--- config.mk ---
export PLATFORM = sky130hd
export DESIGN_NAME = misf_status
export DESIGN_NICKNAME = d
export VERILOG_FILES = /design/src/rtl/misf_wrap_det.v /design/src/rtl/misf_status.v
export VERILOG_INCLUDE_DIRS = /design/src /design/src/rtl
export SDC_FILE = /design/constraint.sdc
export NUM_CORES = 1
export LEC_CHECK = 0
export BUFFER_PORTS_ARGS = -buffer_cell sky130_fd_sc_hd__clkbuf_2
export CAP_MARGIN = 20
export CORE_MARGIN = 1
export CORE_UTILIZATION = 48
export DETAILED_ROUTE_END_ITERATION = 8
export GPL_TIMING_DRIVEN = 1
export PLACE_DENSITY_LB_ADDON = 0.15
export SYNTH_ARGS = -nofsm -noshare
export SYNTH_HDL_FRONTEND = slang
export SYNTH_SLANG_ARGS = --single-unit
--- constraint.sdc ---
create_clock -name i_clk -period 4 [get_ports i_clk]
set_clock_uncertainty 0.05 [all_clocks]
set_input_delay 0 -clock i_clk [delete_from_list [all_inputs] [get_ports i_clk]]
set_output_delay 0 -clock i_clk [all_outputs]
set_load 0.005 [all_outputs]
--- src/rtl/misf_defs.vh ---
`ifndef MISF_DEFS_VH
`define MISF_DEFS_VH

// ************************************************************
// register map (word addresses on the plain port)
// ************************************************************
`define MISF_ADDR_W        4
`define MISF_ADDR_STATUS   4'h5
`define MISF_ADDR_MASK     4'h6
`define MISF_ADDR_CTRL     4'h7
`define MISF_ADDR_TXSTAT   4'h8
`define MISF_ADDR_RXSTATE  4'h9

// ************************************************************
// status / mask bit positions
// ************************************************************
`define MISF_BIT_RX_OVR    0
`define MISF_BIT_MISS      1
`define MISF_BIT_ALIGN     2
`define MISF_BIT_CRC       3
`define MISF_BIT_AREA      4
`define MISF_BIT_BUFEX     5
`define MISF_BIT_DESCEX    6
`define MISF_BIT_TIMER     7
`define MISF_BIT_TX_ERR    8
`define MISF_NFLAGS        9

// ************************************************************
// control register fields
// ************************************************************
`define MISF_CTRL_SWRST    0
`define MISF_CTRL_RDRES    1

// ************************************************************
// tx descriptor status word fields
// ************************************************************
`define MISF_TXS_BYTECNT   0
`define MISF_TXS_COLL      1
`define MISF_TXS_UNDER     2
`define MISF_TXS_DEFER     3

// ************************************************************
// reset values and widths
// ************************************************************
`define MISF_STATUS_RST    9'h000
`define MISF_MASK_RST      9'h000
`define MISF_PTR_W         16
`define MISF_TIMER_W       32
`define MISF_TALLY_W       16

`endif

--- src/rtl/misf_wrap_det.v ---
`timescale 1ns/1ps
// ************************************************************
// counter wrap detector: one-cycle pulse when a counter
// steps from a given old value to a given new value
// ************************************************************
module misf_wrap_det #(
	parameter W = 16
) (
	input  wire         i_clk,
	input  wire         i_rst,
	input  wire [W-1:0] i_count,
	input  wire [W-1:0] i_from,
	input  wire [W-1:0] i_to,
	output reg          o_wrap
);
	reg [W-1:0] prev_q;
	reg         armed_q;
	always @(posedge i_clk or posedge i_rst) begin
		if (i_rst) begin
			prev_q  <= {W{1'b0}};
			armed_q <= 1'b0;
			o_wrap  <= 1'b0;
		end else begin
			prev_q  <= i_count;
			armed_q <= 1'b1;
			// no history right after reset, so a reset value equal to i_from is no wrap
			o_wrap  <= armed_q && (prev_q == i_from) && (i_count == i_to);
		end
	end
endmodule

--- src/rtl/misf_status.v ---
// Strobed register access and the placing of the registers are this design's own decisions.
`timescale 1ns/1ps
// How it works
// - set bit 8 when a packet ends with byte-count, collision, underrun or deferral error
// - latch the error causes into a tx descriptor status word for memory write
// - set bit 7 when 32-bit timer wraps from all zeros to all ones
// - set bit 6 when the end-of-list flag is found set in descriptors
// - set bit 5 when read pointer equals write pointer, after last field read
// - buffers-exhausted rises early, on fetching the final resource descriptor
// - stop accepting packets after last buffer used until buffers are added
// - clearing buffers-exhausted with buffers added fetches next resource descriptor
// - end of buffer area while reception is enabled sets bit 4, aborts packet, fetches next resources
// - set bit 3 when the CRC tally wraps from FFFF to 0000
// - set bit 2 when the alignment tally wraps from FFFF to 0000
// - set bit 1 when the missed packet tally wraps from FFFF to 0000
// - set bit 0 when the receive FIFO overruns before bus access
// - tx FIFO underrun has no status bit of its own; it sets bit 8 as a tx error
// - writing one clears a status bit, writing zero leaves it
// - hardware reset clears status; software reset leaves it untouched
// - interrupt output only for status bits whose mask bit is set
`include "misf_defs.vh"

module misf_status (
	input  wire                      i_clk,
	input  wire                      i_rst,
	input  wire [`MISF_ADDR_W-1:0]   i_addr,
	input  wire [15:0]               i_wdata,
	input  wire                      i_wr,
	input  wire                      i_rd,
	output reg  [15:0]               o_rdata,
	output reg                       o_int,
	input  wire                      i_tx_done,
	input  wire                      i_byte_count_mismatch,
	input  wire                      i_excess_collisions,
	input  wire                      i_tx_fifo_underrun,
	input  wire                      i_excess_deferral,
	output reg  [3:0]                o_tx_descriptor_status,
	output reg                       o_tx_descriptor_status_we,
	input  wire [`MISF_TIMER_W-1:0]  i_timer,
	input  wire [`MISF_TALLY_W-1:0]  i_crc_tally,
	input  wire [`MISF_TALLY_W-1:0]  i_alignment_tally,
	input  wire [`MISF_TALLY_W-1:0]  i_missed_tally,
	input  wire                      i_end_of_list,
	input  wire [`MISF_PTR_W-1:0]    i_resource_read_pointer,
	input  wire [`MISF_PTR_W-1:0]    i_resource_write_pointer,
	input  wire                      i_rsrc_last_field,
	input  wire                      i_rx_buffer_done,
	input  wire                      i_rx_area_end,
	input  wire                      i_rx_fifo_overrun,
	output reg                       o_rx_enable,
	output reg                       o_rx_abort,
	output reg                       o_rsrc_fetch,
	output reg                       o_sw_reset
);
	// ************************************************************
	// register bus decode
	// ************************************************************
	function wr_hit;
		input [`MISF_ADDR_W-1:0] a;
		input [`MISF_ADDR_W-1:0] target;
		begin
			wr_hit = i_wr && (a == target);
		end
	endfunction

	reg  [`MISF_NFLAGS-1:0] status_q;
	wire [`MISF_NFLAGS-1:0] status_d;
	reg  [`MISF_NFLAGS-1:0] mask_q;
	reg  [`MISF_NFLAGS-1:0] event_set;
	wire [`MISF_NFLAGS-1:0] sw_clear;
	reg                     rx_stopped_q;
	reg                     last_buf_q;
	reg  [3:0]              tx_cause;
	wire                    timer_wrap;
	wire                    crc_wrap;
	wire                    align_wrap;
	wire                    missed_wrap;
	wire                    ptr_equal;
	wire                    bufex_clr;
	wire                    status_wr;

	assign status_wr = wr_hit(i_addr, `MISF_ADDR_STATUS);
	assign ptr_equal = (i_resource_read_pointer == i_resource_write_pointer);

	// ************************************************************
	// counter rollover detection
	// ************************************************************
	misf_wrap_det #(.W(`MISF_TIMER_W)) u_timer_wrap (
		.i_clk   (i_clk),
		.i_rst   (i_rst),
		.i_count (i_timer),
		.i_from  (32'h00000000),
		.i_to    (32'hFFFFFFFF),
		.o_wrap  (timer_wrap)
	);
	misf_wrap_det #(.W(`MISF_TALLY_W)) u_crc_wrap (
		.i_clk   (i_clk),
		.i_rst   (i_rst),
		.i_count (i_crc_tally),
		.i_from  (16'hFFFF),
		.i_to    (16'h0000),
		.o_wrap  (crc_wrap)
	);
	misf_wrap_det #(.W(`MISF_TALLY_W)) u_align_wrap (
		.i_clk   (i_clk),
		.i_rst   (i_rst),
		.i_count (i_alignment_tally),
		.i_from  (16'hFFFF),
		.i_to    (16'h0000),
		.o_wrap  (align_wrap)
	);
	misf_wrap_det #(.W(`MISF_TALLY_W)) u_missed_wrap (
		.i_clk   (i_clk),
		.i_rst   (i_rst),
		.i_count (i_missed_tally),
		.i_from  (16'hFFFF),
		.i_to    (16'h0000),
		.o_wrap  (missed_wrap)
	);

	// ************************************************************
	// event collection
	// ************************************************************
	always @* begin
		tx_cause = {i_excess_deferral, i_tx_fifo_underrun,
			i_excess_collisions, i_byte_count_mismatch};
		event_set = {`MISF_NFLAGS{1'b0}};
		// underrun alone feeds bit 8 via tx error, never a bit of its own
		event_set[`MISF_BIT_TX_ERR] = i_tx_done && (|tx_cause);
		event_set[`MISF_BIT_TIMER]  = timer_wrap;
		event_set[`MISF_BIT_DESCEX] = i_end_of_list;
		// early warning: last descriptor fetched leaves pointers equal
		event_set[`MISF_BIT_BUFEX]  = i_rsrc_last_field && ptr_equal;
		event_set[`MISF_BIT_AREA]   = i_rx_area_end && o_rx_enable;
		event_set[`MISF_BIT_CRC]    = crc_wrap;
		event_set[`MISF_BIT_ALIGN]  = align_wrap;
		event_set[`MISF_BIT_MISS]   = missed_wrap;
		event_set[`MISF_BIT_RX_OVR] = i_rx_fifo_overrun;
	end

	// ************************************************************
	// sticky status, write one to clear
	// ************************************************************
	genvar g;
	generate
		for (g = 0; g < `MISF_NFLAGS; g = g + 1) begin : g_flag
			assign sw_clear[g] = status_wr && i_wdata[g];
			// set beats a same-cycle clear so no event is lost
			assign status_d[g] = event_set[g] | (status_q[g] & ~sw_clear[g]);
		end
	endgenerate

	assign bufex_clr = sw_clear[`MISF_BIT_BUFEX] && status_q[`MISF_BIT_BUFEX];

	// software reset is ignored here on purpose: only i_rst clears flags
	always @(posedge i_clk or posedge i_rst) begin
		if (i_rst) begin
			status_q <= `MISF_STATUS_RST;
			mask_q   <= `MISF_MASK_RST;
		end else begin
			status_q <= status_d;
			if (wr_hit(i_addr, `MISF_ADDR_MASK)) begin
				mask_q <= i_wdata[`MISF_NFLAGS-1:0];
			end
		end
	end

	// ************************************************************
	// receive resource control
	// ************************************************************
	always @(posedge i_clk or posedge i_rst) begin
		if (i_rst) begin
			last_buf_q   <= 1'b0;
			rx_stopped_q <= 1'b0;
			o_rx_enable  <= 1'b1;
			o_rx_abort   <= 1'b0;
			o_rsrc_fetch <= 1'b0;
		end else begin
			o_rx_abort   <= 1'b0;
			o_rsrc_fetch <= 1'b0;
			if (event_set[`MISF_BIT_BUFEX]) begin
				last_buf_q <= 1'b1;
			end
			// last buffer consumed: refuse further packets
			if (last_buf_q && i_rx_buffer_done) begin
				rx_stopped_q <= 1'b1;
				o_rx_enable  <= 1'b0;
			end
			if (event_set[`MISF_BIT_AREA]) begin
				o_rx_abort   <= 1'b1;
				o_rsrc_fetch <= 1'b1;
			end
			// software promises new descriptors were appended before clearing
			if (bufex_clr && !ptr_equal) begin
				o_rsrc_fetch <= 1'b1;
				last_buf_q   <= 1'b0;
				rx_stopped_q <= 1'b0;
				o_rx_enable  <= 1'b1;
			end
			if (wr_hit(i_addr, `MISF_ADDR_CTRL) && i_wdata[`MISF_CTRL_RDRES]) begin
				o_rsrc_fetch <= 1'b1;
			end
		end
	end

	// ************************************************************
	// tx descriptor status write-back
	// ************************************************************
	always @(posedge i_clk or posedge i_rst) begin
		if (i_rst) begin
			o_tx_descriptor_status    <= 4'h0;
			o_tx_descriptor_status_we <= 1'b0;
			o_sw_reset                <= 1'b0;
		end else begin
			o_tx_descriptor_status_we <= i_tx_done;
			if (i_tx_done) begin
				o_tx_descriptor_status <= tx_cause;
			end
			if (wr_hit(i_addr, `MISF_ADDR_CTRL)) begin
				o_sw_reset <= i_wdata[`MISF_CTRL_SWRST];
			end
		end
	end

	// ************************************************************
	// interrupt and read data
	// ************************************************************
	always @(posedge i_clk or posedge i_rst) begin
		if (i_rst) begin
			o_int   <= 1'b0;
			o_rdata <= 16'h0000;
		end else begin
			o_int   <= |(status_d & mask_q);
			o_rdata <= 16'h0000;
			if (i_rd) begin
				case (i_addr)
					`MISF_ADDR_STATUS:  o_rdata <= {7'h00, status_q};
					`MISF_ADDR_MASK:    o_rdata <= {7'h00, mask_q};
					`MISF_ADDR_CTRL:    o_rdata <= {15'h0000, o_sw_reset};
					`MISF_ADDR_TXSTAT:  o_rdata <= {12'h000, o_tx_descriptor_status};
					`MISF_ADDR_RXSTATE: o_rdata <= {13'h0000, rx_stopped_q,
						last_buf_q, o_rx_enable};
					default:            o_rdata <= 16'h0000;
				endcase
			end
		end
	end
endmodule

Yosys cells after proc, flatten, opt, wreduce, memory -nomap -nowiden. Index checks and enable logic that the tools add are counted.

Eq/ne operators: 10. Mux-type cells: 11. Bitwise gates (word level): 28. Reduce and logical (&&, ||, !) cells: 36.

Operator list (count): $eq A16 B16 Y1 const B (3); $logic_not A16 Y1 (3); $pmux W9 S5 (1); $eq A32 B32 Y1 const B (1); $logic_not A32 Y1 (1); $logic_and A1 B1 Y1 (27); $eq A16 B16 Y1 (1); $eq A4 B3 Y1 const B (3); $and A1 B1 Y1 (9); $and A9 B9 Y9 (1); $mux W1 (9); $mux W9 (1); $not A1 Y1 (9); $or A1 B1 Y1 (9); $reduce_or A9 Y1 (1); $eq A4 B4 Y1 const B (2); $reduce_bool A2 Y1 (2); $reduce_or A4 Y1 (1); $logic_not A1 Y1 (1).

Bits in registers: 131. Input bits: 146. Output and inout bits: 26. Word-level logic and storage cells: 106.

Longest topological paths before layout.
Word-level depth: 8. Depth in mapped cells: 7. Gate-level depth less buffers: 5.

Modules after synthesis. From an unflattened synthesis, not the netlist that was laid out.

Cells, all modules: 506. Area total of the unflattened synthesis: 6070.8 µm².

By module, submodules not included: misf_wrap_det at u_align_wrap ... (instances 3, cells each 64, area an instance 813.3 µm², seq. area each 450.4 µm²); misf_status (instances 1, cells each 178, area an instance 2030.7 µm², seq. area each 977.2 µm²); misf_wrap_det at u_timer_wrap (instances 1, cells each 136, area an instance 1600.3 µm², seq. area each 850.8 µm²).

Worst setup path before layout. No wires, ideal clock.

Path type: register to register. Start: register u_timer_wrap.prev_q[29]. End: register u_timer_wrap.o_wrap. Library setup time: 0.101 ns. Arrival: 1.321 ns. Required time: 3.849 ns. Path slack: 2.528 ns. Stages on the path, launching flop included: 5. Buffers on the path: 0. Period minus slack after synthesis: 1.472 ns. Path through: dfrtp_1 -> or4b_1 -> nor4_1 -> nand4_1 -> nor4_1.

Word-level cells in the longest chain between the ends: 3.

RTL lines: from (decl) (RTL line misf_wrap_det.v:16) `reg [W-1:0] prev_q;`; from (signal assigned) (RTL line misf_wrap_det.v:20) `prev_q <= {W{1'b0}};`; from (signal assigned) (RTL line misf_wrap_det.v:24) `prev_q <= i_count;`; $logic_not A32 Y1 (RTL line misf_wrap_det.v:27) `o_wrap <= armed_q && (prev_q == i_from) && (i_count == i_to);`; $logic_and A1 B1 Y1 (2 in a row) (RTL line misf_wrap_det.v:27); to (signal assigned) (RTL line misf_wrap_det.v:27); to (decl) (RTL line misf_wrap_det.v:14) `output reg o_wrap`.

No other way between the ends. A chain may end at the register's enable or synchronous reset.

Final worst setup path.
Start: input i_resource_read_pointer[13]. End: register last_buf_q.

Word-level cells in the longest chain between the ends: 4. Elaborated cells on any way between the ends: 6. Classes of those cells: 1 x eq/ne; 1 x mux; 4 x reduce/logical.

RTL lines: from (decl) (RTL line misf_status.v:44) `` input wire [`MISF_PTR_W-1:0] i_resource_read_pointer, ``; $eq A16 B16 Y1 * (RTL line misf_status.v:83) `assign ptr_equal = (i_resource_read_pointer == i_resource_write_pointer);`; $logic_not A1 Y1 (RTL line misf_status.v:194) `if (bufex_clr && !ptr_equal) begin`; $logic_and A1 B1 Y1 (RTL line misf_status.v:194); $mux W1 / $reduce_bool A2 Y1 (equally long branches); to (signal assigned) (RTL line misf_status.v:173) `last_buf_q <= 1'b0;`; to (signal assigned) (RTL line misf_status.v:182) `last_buf_q <= 1'b1;`; to (signal assigned) (RTL line misf_status.v:196) `last_buf_q <= 1'b0;`; to (decl) (RTL line misf_status.v:72) `reg last_buf_q;`.

Every way passes the cells marked *; elsewhere a longest branch is shown, timed or not.

==> qor.yml <==
routing:
  vias_per_cell: 5.14
  dr.pass1.iters: 9
  via_count: 3795
  drc: 8
  wl_um: 12400
  ant_nets: 0
  wl_per_cell_um: 16.8
  drt_iter0_markers: 147
synth:
  syn_area_per_cell_um2: 13.6
  synth_cell_types: 46
  synth_edf_count: 0
  synth_seq_area_share: 0.695
  synthFlopType: "dfrtp_1"
  yosysWarnings: 0
  synth_seq_cells: 124
  async_reset_ff_frac: 1.00
  synthCells: 328
  syn_area_mm2: 0.00447
power:
  irDropWorstVdd_uv: 320
  seq_power_share: 0.434
  internal-power_mw: 2.45
  power.share.combinational: 0.110
  power.total_mw: 3.23
  p_clk_frac: 0.457
  p_leak_nw: 3.31
  switchingPower_uw: 777
  sw_frac_of_total: 0.241
  power.density_mw_per_mm2: 456
timing:
  fmax_ghz: 0.306
  period_share: 0.818
  fin_setup_tns_ps: 0
  relSlewSlack: 0.474
  drv_slew: 0
  tightest_slew_ps: 783
  period_minus_slack_ps: 3270
  hold_viol_final: 0
  rsz0062_at_grt: "no"
  hold_ws_ps: 66.8
  setup_viol: 0
layout:
  final_util: 0.801
  nets: 763
  regArea_mm2: 0.00310
  drive_gt1_frac: 0.337
  fin_cells: 738
  antenna_cells: 0
  synthToLayoutAreaGrowth_pct: 58.6
  multi_input_area_mm2: 0.00128
  nFillCells: 516
setup_path:
  crit_path_frequent_cell: "dlygate4sd3_1"
  crit_buf_inv: 6
  regToRegSetupSlack_ps: 2080
  crit_required_ps: 4390
  cp.arrival_ps: 3660
  cp-end-kind: "flip-flop"
  crit_family: "buffers and inverters"
  critical_path_class: "in2reg"
  path_cells: "dlygate4sd3_1 > clkbuf_2 > xnor2_1 > dlygate4sd3_1 > nand4_1 > dlygate4sd3_1 > nor4_2 > dlygate4sd3_1 > a21oi_1 > nor2_1 > dlygate4sd3_1"
  max_stage_delay_ps: 630
  cp_slowest_cell: "dlygate4sd3_1"
  startpoint_type: "primary input"
  critPathMaxFanout: 3
clocking:
  clk_latency_ps: 510
  cts_tree: "built"
  cts_made_buffers: 17
  cts.sink_count: 124
  cts_resized: 0
  htreeDepth: 4
  clockBufferDepth: 2
  path_clk_slew_ps: 60
  clockRootBuffer: "clkbuf_8"
floorplan:
  floorplan.initialDensity: 0.505
  ioPinCount: 172
  die_height_um: 98.5
  die-width_um: 98.5
  dieArea_mm2: 0.00970
  rows: 34
  design.core.area_mm2: 0.00885
placement:
  numPortBuffers: 157
  place_hpwl_um: 7050
  gp_congestion: 0.807
  placedCellCount: 590
status:
  outcome: "finished with violations"
  violations: "design-rule violations"
global_routing:
  overflow: 0
  grt_pass1_wl_um: 20500
  grt_max_degree: 50
  track_usage: 0.281
  antenna_found_initial: 0
  grt_pass1_vias: 4229
flow_run:
  max_cap_viol_count: 0
hold_path:
  holdCritPathClass: "in2reg"
-- per-stage QoR --
stage          setup WS (ps)  cell area [µm²]
6_report                 730             7080
5_1_grt                  503             7080
2_1_floorplan            652             4490
4_1_cts                  766             7080
3_5_place_dp            2100             5350
3_3_place_gp            2110             5350
-- worst paths after layout --
check	cells after the start	to	startpoint
max	11	last_buf_q$_DFFE_PP0P_	i_resource_read_pointer[13]
min	5	o_rdata[2]$_DFF_PP0_	i_addr[2]
max reg2reg	4	u_timer_wrap.o_wrap$_DFF_PP0_	u_timer_wrap.prev_q[29]$_DFF_PP0_
min reg2reg	1	status_q[3]$_DFF_PP0_	u_crc_wrap.o_wrap$_DFF_PP0_
max in group asynchronous	5	u_align_wrap.prev_q[6]$_DFF_PP0_	i_rst
min in group asynchronous	4	u_crc_wrap.prev_q[15]$_DFF_PP0_	i_rst
-- tightest hold or removal path, stage by stage --
cell,delay [ps]
clkbuf_2,100
nor2b_1,70
a22o_1,180
a22oi_1,140
a21oi_1,90
-- power by group through the flow --
| stage | clock (mW) | sequential, mW | combinational [mW] |
|---|---|---|---|
| floorplan | 0 | 1.40 | 0.130 |
| global placement | 0 | 1.42 | 0.245 |
| detailed placement | 0 | 1.42 | 0.251 |
| CTS | 1.49 | 1.40 | 0.346 |
| global route | 1.55 | 1.41 | 0.388 |
| finish | 1.47 | 1.40 | 0.355 |
-- layout make-up --
type | count | area share
clock inverters | 14 | 0.0226
repair buffers | 275 | 0.277
clock buffers | 18 | 0.0590
well taps | 108 | 0.0191
flip-flops and latches | 124 | 0.438
inverters | 7 | 0.00406
multi-input cells | 192 | 0.180
-- layer usage --
| metal | vias to the layer above | share of wire | global-route usage |
|---|---|---|---|
| li1 | 1768 | - | - |
| met3 | 32 | 0.051 | 0.0674 |
| met4 | 0 | 0.027 | 0.123 |
| met5 | - | 0 | 0 |
| met2 | 154 | 0.53 | 0.504 |
| met1 | 1841 | 0.39 | 0.320 |
-- cells in the final DEF, fill, tap and decap left out, types with 7 or more instances in the layout --
cell and instances:
nor4_1 18, clkbuf_2 157, nand4_1 26, nand2_1 20
conb_1 8, dfrtp_1 123, a22oi_1 9, nor2_1 22
mux2_2 14, dlygate4sd3_1 116, clkbuf_16 16, a21oi_1 7
xnor2_1 16
-- synthesized netlist by cell type, drive strengths merged (3+ instances only) --
| master | count | share of area |
|---|---|---|
| dfrtp | 123 | 0.69 |
| nand4 | 26 | 0.036 |
| nor2 | 23 | 0.020 |
| nand2 | 21 | 0.018 |
| nor4 | 19 | 0.028 |
| xnor2 | 16 | 0.031 |
| mux2 | 14 | 0.035 |
| buf | 11 | 0.018 |
| a22oi | 9 | 0.015 |
| a21oi | 7 | 0.0078 |
| inv | 7 | 0.0059 |
| o21ai | 4 | 0.0045 |
| a41oi | 3 | 0.0059 |
| and3 | 3 | 0.0042 |
| nand3 | 3 | 0.0034 |
| nor3 | 3 | 0.0034 |
| nor4b | 3 | 0.0059 |
-- logic make-up after synthesis --
| family | Yosys count | share of synthesized area |
|---|---|---|
| buffers and inverters | 18 | 0.0244 |
| AO/OA/AOI/OAI | 39 | 0.0650 |
| AND/OR/NAND/NOR | 115 | 0.147 |
| other | 2 | 0.00168 |
| multiplexers | 14 | 0.0353 |
| flip-flops | 124 | 0.695 |
| XOR/XNOR | 16 | 0.0314 |
-- timing repair --
action | 4_1_cts | 5_1_grt
setup buffers | 0 | 0
hold buffers | 116 | 0
endpoints found under the hold margin | 246 | 0
-- registers in the layout (all words and copies together), names as in the netlist, 4 cells and up --
name	count
u_align_wrap.prev_q	16
mask_q	9
u_missed_wrap.prev_q	16
o_tx_descriptor_status	4
u_timer_wrap.prev_q	32
u_crc_wrap.prev_q	16
o_rdata	9
status_q	9
(Power assumes the default switching activity.)
